<file path="config.mk">
export PLATFORM = sky130hd
export DESIGN_NAME = scl_ctl
export DESIGN_NICKNAME = d
export VERILOG_FILES = /design/src/scl_pkg.sv /design/src/scl_buf.sv /design/src/scl_ctl.sv
export VERILOG_INCLUDE_DIRS = /design/src /design/src/src
export SDC_FILE = /design/constraint.sdc
export NUM_CORES = 1
export LEC_CHECK = 0
export BUFFER_PORTS_ARGS = -buffer_cell sky130_fd_sc_hd__buf_2
export CORE_ASPECT_RATIO = 1.4
export CORE_MARGIN = 2
export CORE_UTILIZATION = 40
export CTS_BUF_LIST = sky130_fd_sc_hd__clkbuf_8
export DETAILED_ROUTE_END_ITERATION = 10
export PLACE_DENSITY = 0.65
export RECOVER_POWER = 25
export SYNTH_ARGS = -nofsm -noshare
export SYNTH_HDL_FRONTEND = slang
export SYNTH_SLANG_ARGS = --single-unit
</file>
<file path="constraint.sdc">
create_clock -name core_clk -period 3.1 [get_ports core_clk]
set_clock_uncertainty 0.2 [all_clocks]
set_input_delay 0.155 -clock core_clk [delete_from_list [all_inputs] [get_ports core_clk]]
set_output_delay 0.155 -clock core_clk [all_outputs]
set_load 0.01 [all_outputs]
</file>
<file path="src/scl_cfg.svh">
`ifndef SCL_CFG_SVH
`define SCL_CFG_SVH

// Register addresses on the plain register port.
`define SCL_CTL_ADDR      8'hf8
`define SCL_CFG_ADDR      8'ha1
`define SCL_DAT_ADDR      8'ha3

// Control register field positions.
`define SCL_B_DONE        7
`define SCL_B_WRITE_COLLISION_FLAG        6
`define SCL_B_MODE_FAULT_FLAG        5
`define SCL_B_OVRN        4
`define SCL_B_MODE_HI     3
`define SCL_B_MODE_LO     2
`define SCL_B_TXE         1
`define SCL_B_EN          0

// Configuration register field positions.
`define SCL_B_MASTER      6
`define SCL_B_RXAVAIL     1
`define SCL_B_BUSY        0

// Reset values and select pin mode codes.
`define SCL_CTL_RST       8'h06
`define SCL_MODE_3WIRE    2'h0
`define SCL_MODE_4WIRE    2'h1

// System clock cycles per serial clock half period in master mode.
`define SCL_HALF_DEFAULT  8'h04

// Bits per transfer.
`define SCL_BITS          4'h8

`endif

</file>
<file path="src/scl_pkg.sv">
`default_nettype none

package scl_pkg;

    // Transfer engine state.
    typedef enum logic {
        SCL_IDLE = 1'b0,
        SCL_XFER = 1'b1
    } scl_st_e;

    // State of the control and status block, apart from its receive buffer.
    typedef struct packed {
        logic       done_f;
        logic       write_collision_flag_f;
        logic       mode_fault_flag_f;
        logic       ovrn_f;
        logic [1:0] mode;
        logic       txe;
        logic       en;
        logic       mst;
        logic [7:0] tx_buf;
        logic [7:0] sh;
        logic [3:0] cnt;
        logic [7:0] div;
        scl_st_e    st;
        logic       sck_o;
        logic       so;
        logic [7:0] rdata;
        logic       push;
        logic [7:0] push_data;
        logic       sck_s1;
        logic       sck_s2;
        logic       sck_s3;
        logic       mosi_s1;
        logic       mosi_s2;
        logic       miso_s1;
        logic       miso_s2;
        logic       nss_s1;
        logic       nss_s2;
    } scl_state_s;

endpackage

`default_nettype wire

</file>
<file path="src/scl_buf.sv">
`timescale 1ns/1ps
`default_nettype none

// Small ring buffer with valid and ready on both sides.
module scl_buf #(
    parameter int W     = 8,
    parameter int DEPTH = 2
) (
    // Clock and reset.
    input  wire logic         core_clk,
    input  wire logic         rst,
    // Filling side.
    input  wire logic         in_valid,
    output logic              in_ready,
    input  wire logic [W-1:0] in_data,
    // Draining side.
    output logic              out_valid,
    input  wire logic         out_ready,
    output logic [W-1:0]      out_data
);
    localparam int AW = (DEPTH > 1) ? $clog2(DEPTH) : 1;
    localparam int CW = $clog2(DEPTH + 1);

    typedef struct packed {
        logic [DEPTH-1:0][W-1:0] mem;
        logic [AW-1:0]           wp;
        logic [AW-1:0]           rp;
        logic [CW-1:0]           cnt;
    } scl_buf_s;

    scl_buf_s s_r;
    scl_buf_s s_nxt;
    logic     do_wr;
    logic     do_rd;

    // Full and empty come straight from the occupancy count.
    assign in_ready  = (s_r.cnt != CW'(DEPTH));
    assign out_valid = (s_r.cnt != '0);
    assign out_data  = s_r.mem[s_r.rp];
    assign do_wr     = in_valid & in_ready;
    assign do_rd     = out_valid & out_ready;

    // Pointers wrap explicitly so any depth works, not only powers of two.
    always_comb begin
        s_nxt = s_r;
        if (do_wr) begin
            s_nxt.mem[s_r.wp] = in_data;
            s_nxt.wp = (s_r.wp == AW'(DEPTH - 1)) ? '0 : s_r.wp + 1'b1;
        end
        if (do_rd) begin
            s_nxt.rp = (s_r.rp == AW'(DEPTH - 1)) ? '0 : s_r.rp + 1'b1;
        end
        s_nxt.cnt = s_r.cnt + CW'(do_wr) - CW'(do_rd);
    end

    // State register.
    always_ff @(posedge core_clk) begin
        if (rst) begin
            s_r <= '0;
        end else begin
            s_r <= s_nxt;
        end
    end

endmodule

`default_nettype wire

</file>
<file path="src/scl_ctl.sv">
// Design decision made here: the strobed register port.
`timescale 1ns/1ps
`default_nettype none
`include "scl_cfg.svh"

//Contract
//- Transfer-done flag, bit 7, sets when a byte transfer finishes.
//- With interrupts enabled, any set flag raises the interrupt.
//- Write-collision flag, bit 6, sets on a data write while buffer full.
//- A colliding data write is dropped; transmit buffer keeps its contents.
//- Mode-fault flag, bit 5, sets on select low, master on, mode 01.
//- Overrun flag, bit 4, sets when last bit arrives with unread data.
//- Overrun is only flagged while operating as a slave.
//- Mode 00 is three-wire; select pin unused and undriven.
//- Mode 01, the default, is four-wire; select pin is an input.
//- Mode 1x drives the select pin with the mode field's low bit.
//- Transmit-empty bit 1 clears when the transmit buffer is written.
//- Transmit-empty sets when the buffer moves into the shift register.
//- Enable bit 0 turns the whole port off or on.
//- Master-enable bit chooses slave when 0, master when 1.
//- In master mode a data write loads the buffer and starts a transfer.
module scl_ctl
    import scl_pkg::*;
#(
    parameter logic [7:0] HALF_CYC = `SCL_HALF_DEFAULT
) (
    // Clock and reset.
    input  wire logic       core_clk,
    input  wire logic       rst,
    // Register port.
    input  wire logic [7:0] reg_addr,
    input  wire logic [7:0] reg_wdata,
    input  wire logic       reg_wr,
    input  wire logic       reg_rd,
    output logic [7:0]      reg_rdata,
    // Interrupt.
    input  wire logic       irq_enable,
    output logic            irq,
    // Serial clock pin.
    input  wire logic       sck_in,
    output logic            sck_out,
    output logic            sck_oe,
    // Master-out data pin.
    input  wire logic       mosi_in,
    output logic            mosi_out,
    output logic            mosi_oe,
    // Master-in data pin.
    input  wire logic       miso_in,
    output logic            miso_out,
    output logic            miso_oe,
    // Slave select pin.
    input  wire logic       nss_in,
    output logic            nss_out,
    output logic            nss_oe
);
    import scl_pkg::*;

    scl_state_s s_r;
    scl_state_s s_nxt;
    logic       rx_in_ready;
    logic       rx_out_valid;
    logic [7:0] rx_out_data;
    logic       rd_pop;
    logic       slave_sel;
    logic       slave_act;
    logic       sck_rise;
    logic       sck_fall;
    logic       m_tick;
    logic       m_start;
    logic       m_done;
    logic       s_done;
    logic       dat_wr;
    logic       ctl_wr;

    // Event terms shared by the engine and the checks below.
    assign sck_rise  = s_r.sck_s2 & ~s_r.sck_s3;
    assign sck_fall  = ~s_r.sck_s2 & s_r.sck_s3;
    assign slave_sel = (s_r.mode == `SCL_MODE_3WIRE) | ~s_r.nss_s2;
    assign slave_act = s_r.en & ~s_r.mst & slave_sel;
    assign m_tick    = (s_r.div == HALF_CYC - 8'h01);
    assign m_start   = s_r.en & s_r.mst & (s_r.st == SCL_IDLE) & ~s_r.txe
                       & rx_in_ready & ~s_r.push;
    assign m_done    = s_r.en & s_r.mst & (s_r.st == SCL_XFER) & m_tick & s_r.sck_o
                       & (s_r.cnt == `SCL_BITS);
    assign s_done    = slave_act & sck_rise & (s_r.cnt == `SCL_BITS - 4'h1);
    assign dat_wr    = reg_wr & (reg_addr == `SCL_DAT_ADDR);
    assign ctl_wr    = reg_wr & (reg_addr == `SCL_CTL_ADDR);
    assign rd_pop    = reg_rd & (reg_addr == `SCL_DAT_ADDR) & rx_out_valid;

    // Received bytes wait here; a slow reader stalls the master engine.
    scl_buf #(
        .W     (8),
        .DEPTH (2)
    ) u_rx_buf (
        .core_clk  (core_clk),
        .rst       (rst),
        .in_valid  (s_r.push),
        .in_ready  (rx_in_ready),
        .in_data   (s_r.push_data),
        .out_valid (rx_out_valid),
        .out_ready (rd_pop),
        .out_data  (rx_out_data)
    );

    // Next-state logic; hardware sets come after software writes so a set wins.
    always_comb begin
        s_nxt = s_r;
        s_nxt.sck_s1  = sck_in;
        s_nxt.sck_s2  = s_r.sck_s1;
        s_nxt.sck_s3  = s_r.sck_s2;
        s_nxt.mosi_s1 = mosi_in;
        s_nxt.mosi_s2 = s_r.mosi_s1;
        s_nxt.miso_s1 = miso_in;
        s_nxt.miso_s2 = s_r.miso_s1;
        s_nxt.nss_s1  = nss_in;
        s_nxt.nss_s2  = s_r.nss_s1;
        if (rx_in_ready) begin
            s_nxt.push = 1'b0;
        end
        // Read data stands for exactly one cycle after the strobe.
        s_nxt.rdata = 8'h00;
        if (reg_rd) begin
            unique case (reg_addr)
                `SCL_CTL_ADDR: s_nxt.rdata = {s_r.done_f, s_r.write_collision_flag_f, s_r.mode_fault_flag_f, s_r.ovrn_f,
                                              s_r.mode, s_r.txe, s_r.en};
                `SCL_CFG_ADDR: s_nxt.rdata = {1'b0, s_r.mst, 4'h0, rx_out_valid,
                                              (s_r.st == SCL_XFER)};
                `SCL_DAT_ADDR: s_nxt.rdata = rx_out_valid ? rx_out_data : 8'h00;
                default:       s_nxt.rdata = 8'h00;
            endcase
        end
        if (ctl_wr) begin
            s_nxt.done_f = reg_wdata[`SCL_B_DONE];
            s_nxt.write_collision_flag_f = reg_wdata[`SCL_B_WRITE_COLLISION_FLAG];
            s_nxt.mode_fault_flag_f = reg_wdata[`SCL_B_MODE_FAULT_FLAG];
            s_nxt.ovrn_f = reg_wdata[`SCL_B_OVRN];
            s_nxt.mode   = reg_wdata[`SCL_B_MODE_HI:`SCL_B_MODE_LO];
            s_nxt.en     = reg_wdata[`SCL_B_EN];
        end
        if (reg_wr && reg_addr == `SCL_CFG_ADDR) begin
            s_nxt.mst = reg_wdata[`SCL_B_MASTER];
        end
        if (dat_wr) begin
            if (!s_r.txe) begin
                s_nxt.write_collision_flag_f = 1'b1;
            end else begin
                s_nxt.tx_buf = reg_wdata;
                s_nxt.txe    = 1'b0;
            end
        end
        if (s_r.en && s_r.mst && s_r.mode == `SCL_MODE_4WIRE && !s_r.nss_s2) begin
            s_nxt.mode_fault_flag_f = 1'b1;
        end
        if (!s_r.en) begin
            // A disabled port holds its engine idle and its clock low.
            s_nxt.st    = SCL_IDLE;
            s_nxt.cnt   = 4'h0;
            s_nxt.div   = 8'h00;
            s_nxt.sck_o = 1'b0;
        end else if (s_r.mst) begin
            unique case (s_r.st)
                SCL_IDLE: begin
                    s_nxt.sck_o = 1'b0;
                    if (m_start) begin
                        s_nxt.sh  = s_r.tx_buf;
                        s_nxt.so  = s_r.tx_buf[7];
                        s_nxt.txe = 1'b1;
                        s_nxt.cnt = 4'h0;
                        s_nxt.div = 8'h00;
                        s_nxt.st  = SCL_XFER;
                    end
                end
                SCL_XFER: begin
                    s_nxt.div = m_tick ? 8'h00 : s_r.div + 8'h01;
                    if (m_tick && !s_r.sck_o) begin
                        // Rising edge samples the peer.
                        s_nxt.sck_o = 1'b1;
                        s_nxt.sh    = {s_r.sh[6:0], s_r.miso_s2};
                        s_nxt.cnt   = s_r.cnt + 4'h1;
                    end else if (m_tick) begin
                        s_nxt.sck_o = 1'b0;
                        s_nxt.so    = s_r.sh[7];
                        if (m_done) begin
                            s_nxt.done_f    = 1'b1;
                            s_nxt.push      = 1'b1;
                            s_nxt.push_data = s_r.sh;
                            s_nxt.st        = SCL_IDLE;
                        end
                    end
                end
            endcase
        end else if (!slave_sel) begin
            // Deselection abandons any partial byte.
            s_nxt.cnt = 4'h0;
            s_nxt.st  = SCL_IDLE;
        end else begin
            if (s_r.cnt == 4'h0 && s_r.st == SCL_IDLE && !s_r.txe) begin
                s_nxt.sh  = s_r.tx_buf;
                s_nxt.so  = s_r.tx_buf[7];
                s_nxt.txe = 1'b1;
                s_nxt.st  = SCL_XFER;
            end
            if (sck_rise) begin
                s_nxt.sh  = {s_r.sh[6:0], s_r.mosi_s2};
                s_nxt.cnt = s_r.cnt + 4'h1;
            end else if (sck_fall) begin
                s_nxt.so = s_r.sh[7];
            end
            if (s_done) begin
                // The peer cannot be stalled, so unread data is reported instead.
                s_nxt.done_f    = 1'b1;
                s_nxt.ovrn_f    = s_r.ovrn_f | rx_out_valid;
                s_nxt.push      = 1'b1;
                s_nxt.push_data = {s_r.sh[6:0], s_r.mosi_s2};
                s_nxt.cnt       = 4'h0;
                s_nxt.st        = SCL_IDLE;
            end
        end
    end

    // State register.
    always_ff @(posedge core_clk) begin
        if (rst) begin
            s_r         <= '0;
            s_r.mode    <= 2'(`SCL_CTL_RST >> `SCL_B_MODE_LO);
            s_r.txe     <= 1'b1;
            s_r.sck_s1  <= 1'b0;
            s_r.nss_s1  <= 1'b1;
            s_r.nss_s2  <= 1'b1;
        end else begin
            s_r <= s_nxt;
        end
    end

    // Pin drivers; the select pin is only driven in single-master mode.
    assign reg_rdata = s_r.rdata;
    assign irq       = irq_enable & (s_r.done_f | s_r.write_collision_flag_f | s_r.mode_fault_flag_f | s_r.ovrn_f);
    assign sck_out   = s_r.sck_o;
    assign sck_oe    = s_r.en & s_r.mst;
    assign mosi_out  = s_r.so;
    assign mosi_oe   = s_r.en & s_r.mst;
    assign miso_out  = s_r.so;
    assign miso_oe   = slave_act;
    assign nss_out   = s_r.mode[0];
    assign nss_oe    = s_r.en & s_r.mode[1];
endmodule

`default_nettype wire

</file>
==> results of run 1 <==
==> cells in the mapped netlist, types with 3 or more instances <==
library cell	instances
a21oi_1	25
xor2_1	7
inv_1	10
nor3_1	3
or2_2	6
nand2_1	33
buf_4	10
a211o_1	3
mux2i_1	24
nand2b_1	5
nand3b_1	3
xnor2_1	6
o21a_1	3
and2_1	4
nand4_1	10
nand3_1	8
o21ai_1	5
a22oi_1	23
dfxtp_1	86
nor2b_1	12
ha_1	5
a211oi_1	7
clkbuf_1	16
nor2_1	62
nor4_1	3
mux2_2	9
nor4b_1	3
==> layer usage <==
metal	vias to the layer above	part of all wire
li1	1575	-
met1	1505	0.42
met2	70	0.52
met3	17	0.030
met4	0	0.024
met5	-	0
==> registers in the layout, indices dropped and copies added (netlist names) <==
| register | cells |
|---|---|
| nss_out | 1 |
| reg_rdata | 8 |
| u_rx_buf.s_r | 20 |
| miso_out | 1 |
| s_nxt | 5 |
| sck_out | 1 |
| s_r | 50 |
==> report_power, final <==
part | switching, mW | internal (mW)
sequential | 0.00236 | 1.11
combinational | 0.0369 | 0.0344
clock | 0.403 | 0.415
total | 0.443 | 1.56
==> how the worst max path moves through the flow <==
stage | to
detailed placement | s_r[30]
global placement | s_r[41]
finish | s_r[41]
global route | s_r[34]
floorplan | s_r[42]
CTS | s_r[30]
==> layout by cell type, fill, tap and decap left out, types with 7 or more instances in the layout <==
cell,netlist,layout
nand4_1,10,10
nand3_1,8,8
inv_1,10,10
nor2_1,62,62
mux2i_1,24,24
clkbuf_1,16,14
clkbuf_8,0,11
xor2_1,7,7
nand2_1,33,33
a22oi_1,23,23
buf_2,1,27
a211oi_1,7,7
dfxtp_1,86,86
a21oi_1,25,25
nor2b_1,12,12
mux2_2,9,9
dlygate4sd3_1,0,17
==> stage by stage <==
| step | utilization | setup WS [ns] | cell area [µm²] |
|---|---|---|---|
| floorplan | - | 0.522 | 3850 |
| global placement | 0.433 | 0.492 | 4070 |
| detailed placement | 0.433 | 0.372 | 4070 |
| CTS | 0.473 | 0.329 | 4450 |
| global route | 0.471 | 0.183 | 4430 |
| finish | 0.471 | 0.278 | 4430 |
==> cell type report <==
cell class	count	area (µm²)
flip-flops and latches	86	1720
multi-input cells	298	1930
inverters	10	37.5
well taps	110	138
fillers	936	4980
clock buffers	11	151
clock inverters	5	57.6
repair buffers	63	393
==> worst min-delay path: stages <==
cell     delay (ns)
buf_2          0.08
and2_1         0.15
xnor2_1        0.07
nor2_1         0.08
==> cells by family (layout without fill, tap and decap cells) <==
logic type                 count (synthesis)  in the layout  synth area share
buffers and inverters                     40             89            0.0510
and+or+nand+nor                          164            164             0.211
adders and majority gates                  5              5            0.0163
AOI/OAI and AO/OA                         83             83             0.156
muxes                                     33             33            0.0888
DFF                                       86             86             0.447
xor gates and xnor gates                  13             13            0.0296
==> flow_summary.yaml, run 1 <==
hold_path:
  min_path_type: "input pin to flop"
  hp-start: "reg_rd"
  min_to: "u_rx_buf.s_r[2]"
  min_path_cells: 4
grt:
  overflow: 0
  grt_pass1_vias: 3086
  grt_start_max_net_pins: 59
  antenna_found_initial: 0
  grt_pass1_wl_um: 15000
  grtUsageMet1: 0.216
  gr-usage-met3: 0.0254
  grtUsageMet2: 0.324
  grt_usage: 0.184
  gr-max-usage-layer: "met2"
clock_tree:
  cts_root_buf: "clkbuf_8"
  cts_tree: "yes"
  clock_latency_ns: 0.36
  ctsHoldBuffers: 17
  clk_pin_slew_ns: 0.09
  htree_levels: 3
  numCtsBuffers: 9
  post-cts-setup-buffer-count: 0
  cts_resized: 0
  cts_sinks: 86
  cts_max_path_buffers: 2
pwr:
  power.leakage_nw: 1.72
  irDropWorstVdd_mv: 0.210
  total_power_mw: 2.00
  power_density_mw_per_mm2: 452
layout:
  area_growth_pct: 15.1
  diodes: 0
  fin_nets: 498
  layout-drive-gt1-share: 0.144
  layoutNonFillerInstCount: 583
logic_synthesis:
  synthCells: 424
  synth_top_cell_area_share: 0.447
  synth_edf_count: 0
  yosysTopAreaCell: "dfxtp_1"
  ys_seq_elements: 86
  synth-main-ff-cell: "dfxtp_1"
  avgSynthCellArea_um2: 9.08
  yosysSeqAreaShare: 0.447
  yosysWarnings: 0
  syn_nets: 454
  async_flop_share: 0
  synth_area_mm2: 0.00385
  synth_area_leaders: "dfxtp_1 (45%), mux2i_1 (6.2%), nor2_1 (6.0%)"
  synth.distinct_cells: 53
detailed_routing:
  drt_iter0_markers: 177
  num_vias: 3167
  wire_per_inst_um: 15.5
  ant_nets: 0
  first_pass_iters: 4
  drc: 0
  vias_per_cell: 5.43
  routed_wl_um: 9030
placed_design:
  hpwl_um: 6470
  place.gp.congestion: 0.882
  io_buffers: 41
  placedCellCount: 550
setup_path:
  critPathLaunch: "s_r[58]"
  cp.depth: 6
  critPathMaxFanout: 16
  path_buf_inv: 1
  path_class: "flop to flop"
  cpMaxStageDelayCell: "nor4bb_1"
  r2r_cells: 6
  end_kind: "flop"
  reg2reg_to: "s_r[41]"
  worstPathCellList: "nor4bb_1, nand3_1, a311oi_4, buf_4, nor2_1, a311oi_1"
  slowest_delay_ns: 0.65
  reg2reg_slack_ns: 0.28
  critical-path-top-delay-family: "simple AND/OR/NAND/NOR gates"
  arrival_ns: 2.88
  worst_setup_path_start_kind: "flop"
  timing.rr.start: "s_r[58]"
  cp.required_ns: 3.15
timing:
  timing.final.crit_share: 0.910
  min_period_ns: 2.82
  worst_pin_slew_ns: 1.19
  max_slew_margin: 0.206
  finalSetupViolations: 0
  hold_viol_final: 0
  rsz0062_at_grt: "false"
  max_freq_mhz: 354
  final.setup.tns_ns: 0
  whs_ns: 0.00213
  final_max_slew_viol_count: 0
floorplanning:
  die_y_um: 120
  dieWidth_um: 86.9
  start_util: 0.409
  core-area_mm2: 0.00941
  num_io_pins: 42
  num_rows: 42
  dieArea_mm2: 0.0104
flow_run:
  maxCapViolations: 0
outcome:
  run_status: "complete, no violations"
No activity file was read; power rests on OpenSTA's default activity.
==> inputs of run 2 (changes only) <==
--- a/config.mk
+++ b/config.mk
@@ -12,7 +12,7 @@
 export CORE_UTILIZATION = 40
 export CTS_BUF_LIST = sky130_fd_sc_hd__clkbuf_8
 export DETAILED_ROUTE_END_ITERATION = 10
-export PLACE_DENSITY = 0.65
+export PLACE_DENSITY = 0.67
 export RECOVER_POWER = 25
 export SYNTH_ARGS = -nofsm -noshare
 export SYNTH_HDL_FRONTEND = slang
==> constraint.sdc (replaced) <==
create_clock -name core_clk -period 2.5 [get_ports core_clk]
set_clock_uncertainty 0.2 [all_clocks]
set_input_delay 0.125 -clock core_clk [delete_from_list [all_inputs] [get_ports core_clk]]
set_output_delay 0.125 -clock core_clk [all_outputs]
set_load 0.01 [all_outputs]
==> run 2 against run 1 <==
Against the previous run: clock power is 30% higher; via count is 0.44% higher; sequential cell count stayed put; maximum frequency is 15% higher; utilization is 2.2 points higher; final area is 4.7% higher; critical path depth is 1 higher; sequential power is 24% higher; count of clock-buffer cells in the layout is 1 lower; wire length hardly changed; largest power group unchanged; highest routed layer unchanged.
==> flow_summary.yaml, run 2 (same netlist as run 1, synthesis figures left out) <==
outcome:
  run_status: "complete, no violations"
hold_path:
  min_to: "reg_rdata[1]"
  hp-start: "reg_addr[7]"
  min_path_cells: 4
  min_path_type: "input pin to flop"
floorplanning:
  num_rows: 42
  core-area_mm2: 0.00941
  start_util: 0.409
  die_y_um: 120
  num_io_pins: 42
  dieWidth_um: 86.9
  dieArea_mm2: 0.0104
placed_design:
  place.gp.congestion: 0.881
  io_buffers: 41
  hpwl_um: 6350
layout:
  final_cell_mix: "dfxtp_1 (84), nor2_1 (61), nand2_1 (33), buf_2 (26), a21oi_1 (25)"
  nFillCells: 893
  layout_commonest_cell: "dfxtp_1"
  fin_nets: 515
  largest_reg_flops: 50
  diodes: 0
  regMostFlops: "s_r"
  area_growth_pct: 20.5
  layout-drive-gt1-share: 0.186
detailed_routing:
  wire_per_inst_um: 15.1
  num_vias: 3181
  vias_per_cell: 5.30
  drt_iter0_markers: 196
  routed_wl_um: 9030
  ant_nets: 0
  first_pass_iters: 4
  drc: 0
setup_path:
  critPathLaunch: "s_r[30]"
  arrival_ns: 2.53
  end_kind: "flop"
  cp.required_ns: 2.57
  timing.rr.start: "s_r[30]"
  reg2reg_to: "s_r[42]"
  r2r_cells: 7
  reg2reg_slack_ns: 0.04
  critPathMaxFanout: 7
  worst_setup_path_start_kind: "flop"
  path_class: "flop to flop"
  cpMaxStageDelayCell: "or4b_4"
  slowest_delay_ns: 0.46
  worstPathCellList: "ha_4, or4b_4, o311a_4, a311oi_4, clkbuf_16, nor2_1, a211oi_2"
flow_run:
  maxCapViolations: 0
grt:
  antenna_found_initial: 0
  grt_start_max_net_pins: 49
  overflow: 0
  grt_usage: 0.179
  grt_pass1_wl_um: 14700
  grt_pass1_vias: 3104
clock_tree:
  htree_levels: 3
  clock_latency_ns: 0.36
  clk_pin_slew_ns: 0.08
  numCtsBuffers: 9
  cts_tree: "yes"
  cts_sinks: 86
  cts_root_buf: "clkbuf_8"
  cts_max_path_buffers: 2
timing:
  final_max_slew_viol_count: 0
  final.setup.tns_ns: 0
  max_freq_mhz: 406
  hold_viol_final: 0
  worst_pin_slew_ns: 0.921
  finalSetupViolations: 0
  max_slew_margin: 0.386
  timing.final.crit_share: 0.984
  min_period_ns: 2.46
  whs_ns: 0.0188
pwr:
  total_power_mw: 2.53
  irDropWorstVdd_mv: 0.240
  power_density_mw_per_mm2: 545
  power.leakage_nw: 1.83
==> run 2: changes by cell type in the layout (fill, tap and decap cells not counted), moves of 2 or more <==
cell        before  now
buf_4            4   20
a211oi_1         7    3
a211oi_2         2    6
inv_1           10   13
clkinvlp_4       3    1
dfxtp_1         86   84
==> run 2: layer usage <==
| layer | share of wire | GRT usage | vias up |
|---|---|---|---|
| met5 | 0 | 0 | - |
| met4 | 0.019 | 0.0703 | 0 |
| met3 | 0.038 | 0.0358 | 11 |
| met2 | 0.50 | 0.306 | 76 |
| met1 | 0.45 | 0.216 | 1486 |
| li1 | - | - | 1608 |
==> run 2: where the power goes <==
group / switching [mW] / internal, mW / total [mW]
clock network: 0.482 / 0.580 / 1.06
logic: 0.0469 / 0.0423 / 0.0892
registers: 0.00275 / 1.37 / 1.38
==> run 2: cell type report <==
cell class / count / area, µm² / area share
Multi-Input combinational cell: 298 / 1980 / 0.426
Sequential cell: 86 / 1730 / 0.372
Tap cell: 110 / 138 / 0.0297
Clock buffer: 10 / 138 / 0.0297
Timing Repair Buffer: 80 / 546 / 0.118
Inverter: 10 / 37.5 / 0.00809
Clock inverter: 6 / 78.8 / 0.0170
==> run 2: how the worst max path moves through the flow <==
stage / end / depth (start not counted)
after floorplan: s_r[42] / 8
after global placement: s_r[41] / 7
after detailed placement: s_r[41] / 7
after CTS: s_r[41] / 7
after global routing: s_r[42] / 7
final: s_r[42] / 7
==> run 2: worst max-delay path: cells and delay by family (launching register included) <==
family          cells  cell delay [ns]
compound gates      3             0.93
buf+inv             1             0.23
simple gates        2             0.51
flops               1             0.37
fa+ha+maj           1             0.14
==> run 2: through the flow <==
stage	instances	area, µm²	util	setup WS, ns
2_1_floorplan	424	3850	-	0.0289
3_3_place_gp	560	4160	0.443	0.0712
3_5_place_dp	560	4160	0.443	0.0247
4_1_cts	592	4540	0.483	0.0101
5_1_grt	600	4640	0.493	-0.0217
6_report	600	4640	0.493	0.0392
==> run 2: timing repair <==
item                       CTS  global route
hold buffers                16             0
resized for setup            0             9
hold endpoints to repair    32             0
setup buffers                0             7
setup endpoints to repair    0             8
==> inputs of run 3 (changes only) <==
--- a/config.mk
+++ b/config.mk
@@ -12,7 +12,7 @@
 export CORE_UTILIZATION = 40
 export CTS_BUF_LIST = sky130_fd_sc_hd__clkbuf_8
 export DETAILED_ROUTE_END_ITERATION = 10
-export PLACE_DENSITY = 0.67
+export PLACE_DENSITY = 0.65
 export RECOVER_POWER = 25
 export SYNTH_ARGS = -nofsm -noshare
 export SYNTH_HDL_FRONTEND = slang
==> constraint.sdc (replaced) <==
create_clock -name core_clk -period 2.8 [get_ports core_clk]
set_clock_uncertainty 0.2 [all_clocks]
set_input_delay 0.14 -clock core_clk [delete_from_list [all_inputs] [get_ports core_clk]]
set_output_delay 0.14 -clock core_clk [all_outputs]
set_load 0.01 [all_outputs]
==> run 3 against run 2 <==
Against the previous run: maximum frequency is 7.1% lower; critical path depth stayed put; first-iteration DRC count is 6.6% higher; wire length is 1.7% lower; total power is 14% lower; cell count is 2.5% lower; largest power group unchanged.
==> flow_summary.yaml, run 3 (same netlist as run 1, synthesis figures left out) <==
layout:
  final_cell_mix: "dfxtp_1 (86), nor2_1 (62), nand2_1 (33), buf_2 (27), a21oi_1 (25)"
  regMostFlops: "s_r"
  nFillCells: 919
  layout-drive-gt1-share: 0.147
  diodes: 0
  largest_reg_flops: 50
  layout_commonest_cell: "dfxtp_1"
  fin_nets: 501
  area_growth_pct: 15.3
floorplanning:
  die_y_um: 120
  dieWidth_um: 86.9
  start_util: 0.409
  dieArea_mm2: 0.0104
  num_rows: 42
  num_io_pins: 42
  core-area_mm2: 0.00941
timing:
  timing.final.crit_share: 0.946
  min_period_ns: 2.65
  max_slew_margin: 0.489
  whs_ns: 0.0168
  worst_pin_slew_ns: 0.761
  final_max_slew_viol_count: 0
  rsz0062_at_grt: "false"
  finalSetupViolations: 0
  final.setup.tns_ns: 0
  max_freq_mhz: 377
  hold_viol_final: 0
setup_path:
  end_kind: "flop"
  cp.required_ns: 2.87
  cpMaxStageDelayCell: "or4b_4"
  path_buf_inv: 1
  slowest_delay_ns: 0.52
  reg2reg_slack_ns: 0.15
  r2r_cells: 7
  reg2reg_to: "s_r[41]"
  critical-path-top-delay-family: "compound AO/OA/AOI/OAI gates"
  timing.rr.start: "s_r[29]"
  worst_setup_path_start_kind: "flop"
  critPathLaunch: "s_r[29]"
  path_class: "flop to flop"
  critPathMaxFanout: 15
  worstPathCellList: "ha_1, or4b_4, o311a_4, a311oi_4, buf_6, nor2_1, a311oi_1"
  arrival_ns: 2.72
detailed_routing:
  routed_wl_um: 8880
  vias_per_cell: 5.38
  ant_nets: 0
  wire_per_inst_um: 15.2
  drt_iter0_markers: 209
  num_vias: 3146
  drc: 0
  first_pass_iters: 4
grt:
  grt_usage: 0.180
  overflow: 0
  grt_pass1_wl_um: 14600
  grt_start_max_net_pins: 37
  antenna_found_initial: 0
  grt_pass1_vias: 3080
flow_run:
  maxCapViolations: 0
outcome:
  run_status: "complete, no violations"
clock_tree:
  clk_pin_slew_ns: 0.10
  post-cts-setup-buffer-count: 0
  htree_levels: 3
  cts_max_path_buffers: 2
  cts_root_buf: "clkbuf_8"
  cts_tree: "yes"
  clock_latency_ns: 0.38
  numCtsBuffers: 9
  cts_sinks: 86
pwr:
  irDropWorstVdd_mv: 0.262
  power.leakage_nw: 1.74
  power_density_mw_per_mm2: 490
hold_path:
  min_path_type: "input pin to flop"
  min_path_cells: 4
  hp-start: "reg_addr[7]"
  min_to: "reg_rdata[1]"
placed_design:
  place.gp.congestion: 0.841
  hpwl_um: 6420
  io_buffers: 41
-- run 3: what timing repair did --
item                                    CTS  global route
gates resized for setup                   0             2
endpoints found under the hold margin    22             0
endpoints found under the setup margin    0             8
hold buffers                             16             0
-- run 3: report_power, final --
part	total, mW	internal, mW	switching (mW)
Combinational	0.0783	0.0380	0.0403
Clock	0.864	0.426	0.439
Sequential	1.23	1.23	0.00248
-- run 3: worst reg2reg max path: cells and delay by family, from the launching register on --
family,cells,cell delay (ns)
AOI/OAI and AO/OA,3,0.92
DFF,1,0.42
buffers and inverters,1,0.20
adders and majority gates,1,0.24
and+or+nand+nor,2,0.57
-- run 3: cell type report --
type,instances,area [µm²],share of cell area
multi-input cells,298,1930,0.436
flip-flops and latches,86,1720,0.388
repair buffers,66,419,0.0944
clock buffers,10,138,0.0310
well taps,110,138,0.0310
clock inverters,5,51.3,0.0116
inverters,10,37.5,0.00846
-- run 3: worst max path at each step --
| stage | to | slack, ns | depth (start not counted) |
|---|---|---|---|
| final | s_r[41] | 0.15 | 7 |
| after global routing | s_r[41] | 0.002 | 7 |
| after CTS | s_r[41] | 0.05 | 7 |
| after detailed placement | s_r[41] | 0.1 | 7 |
| after global placement | s_r[41] | 0.17 | 7 |
| after floorplan | s_r[42] | 0.22 | 8 |
-- run 3: stage by stage --
step	power, mW	util	instance area (µm²)	setup WS (ns)	instances
after global placement	1.32	0.436	4100	0.168	554
after CTS	2.20	0.473	4450	0.0492	585
after global routing	2.24	0.472	4440	0.00154	585
after detailed placement	1.32	0.436	4100	0.0974	554
after floorplan	1.29	-	3850	0.222	424
final	2.17	0.472	4440	0.150	585
-- run 3: per-layer routing --
metal	vias up	global-route usage	part of all wire
met5	-	0	0
met1	1487	0.205	0.42
met3	15	0.0392	0.038
met4	0	0.0811	0.025
met2	70	0.315	0.52
li1	1574	-	-
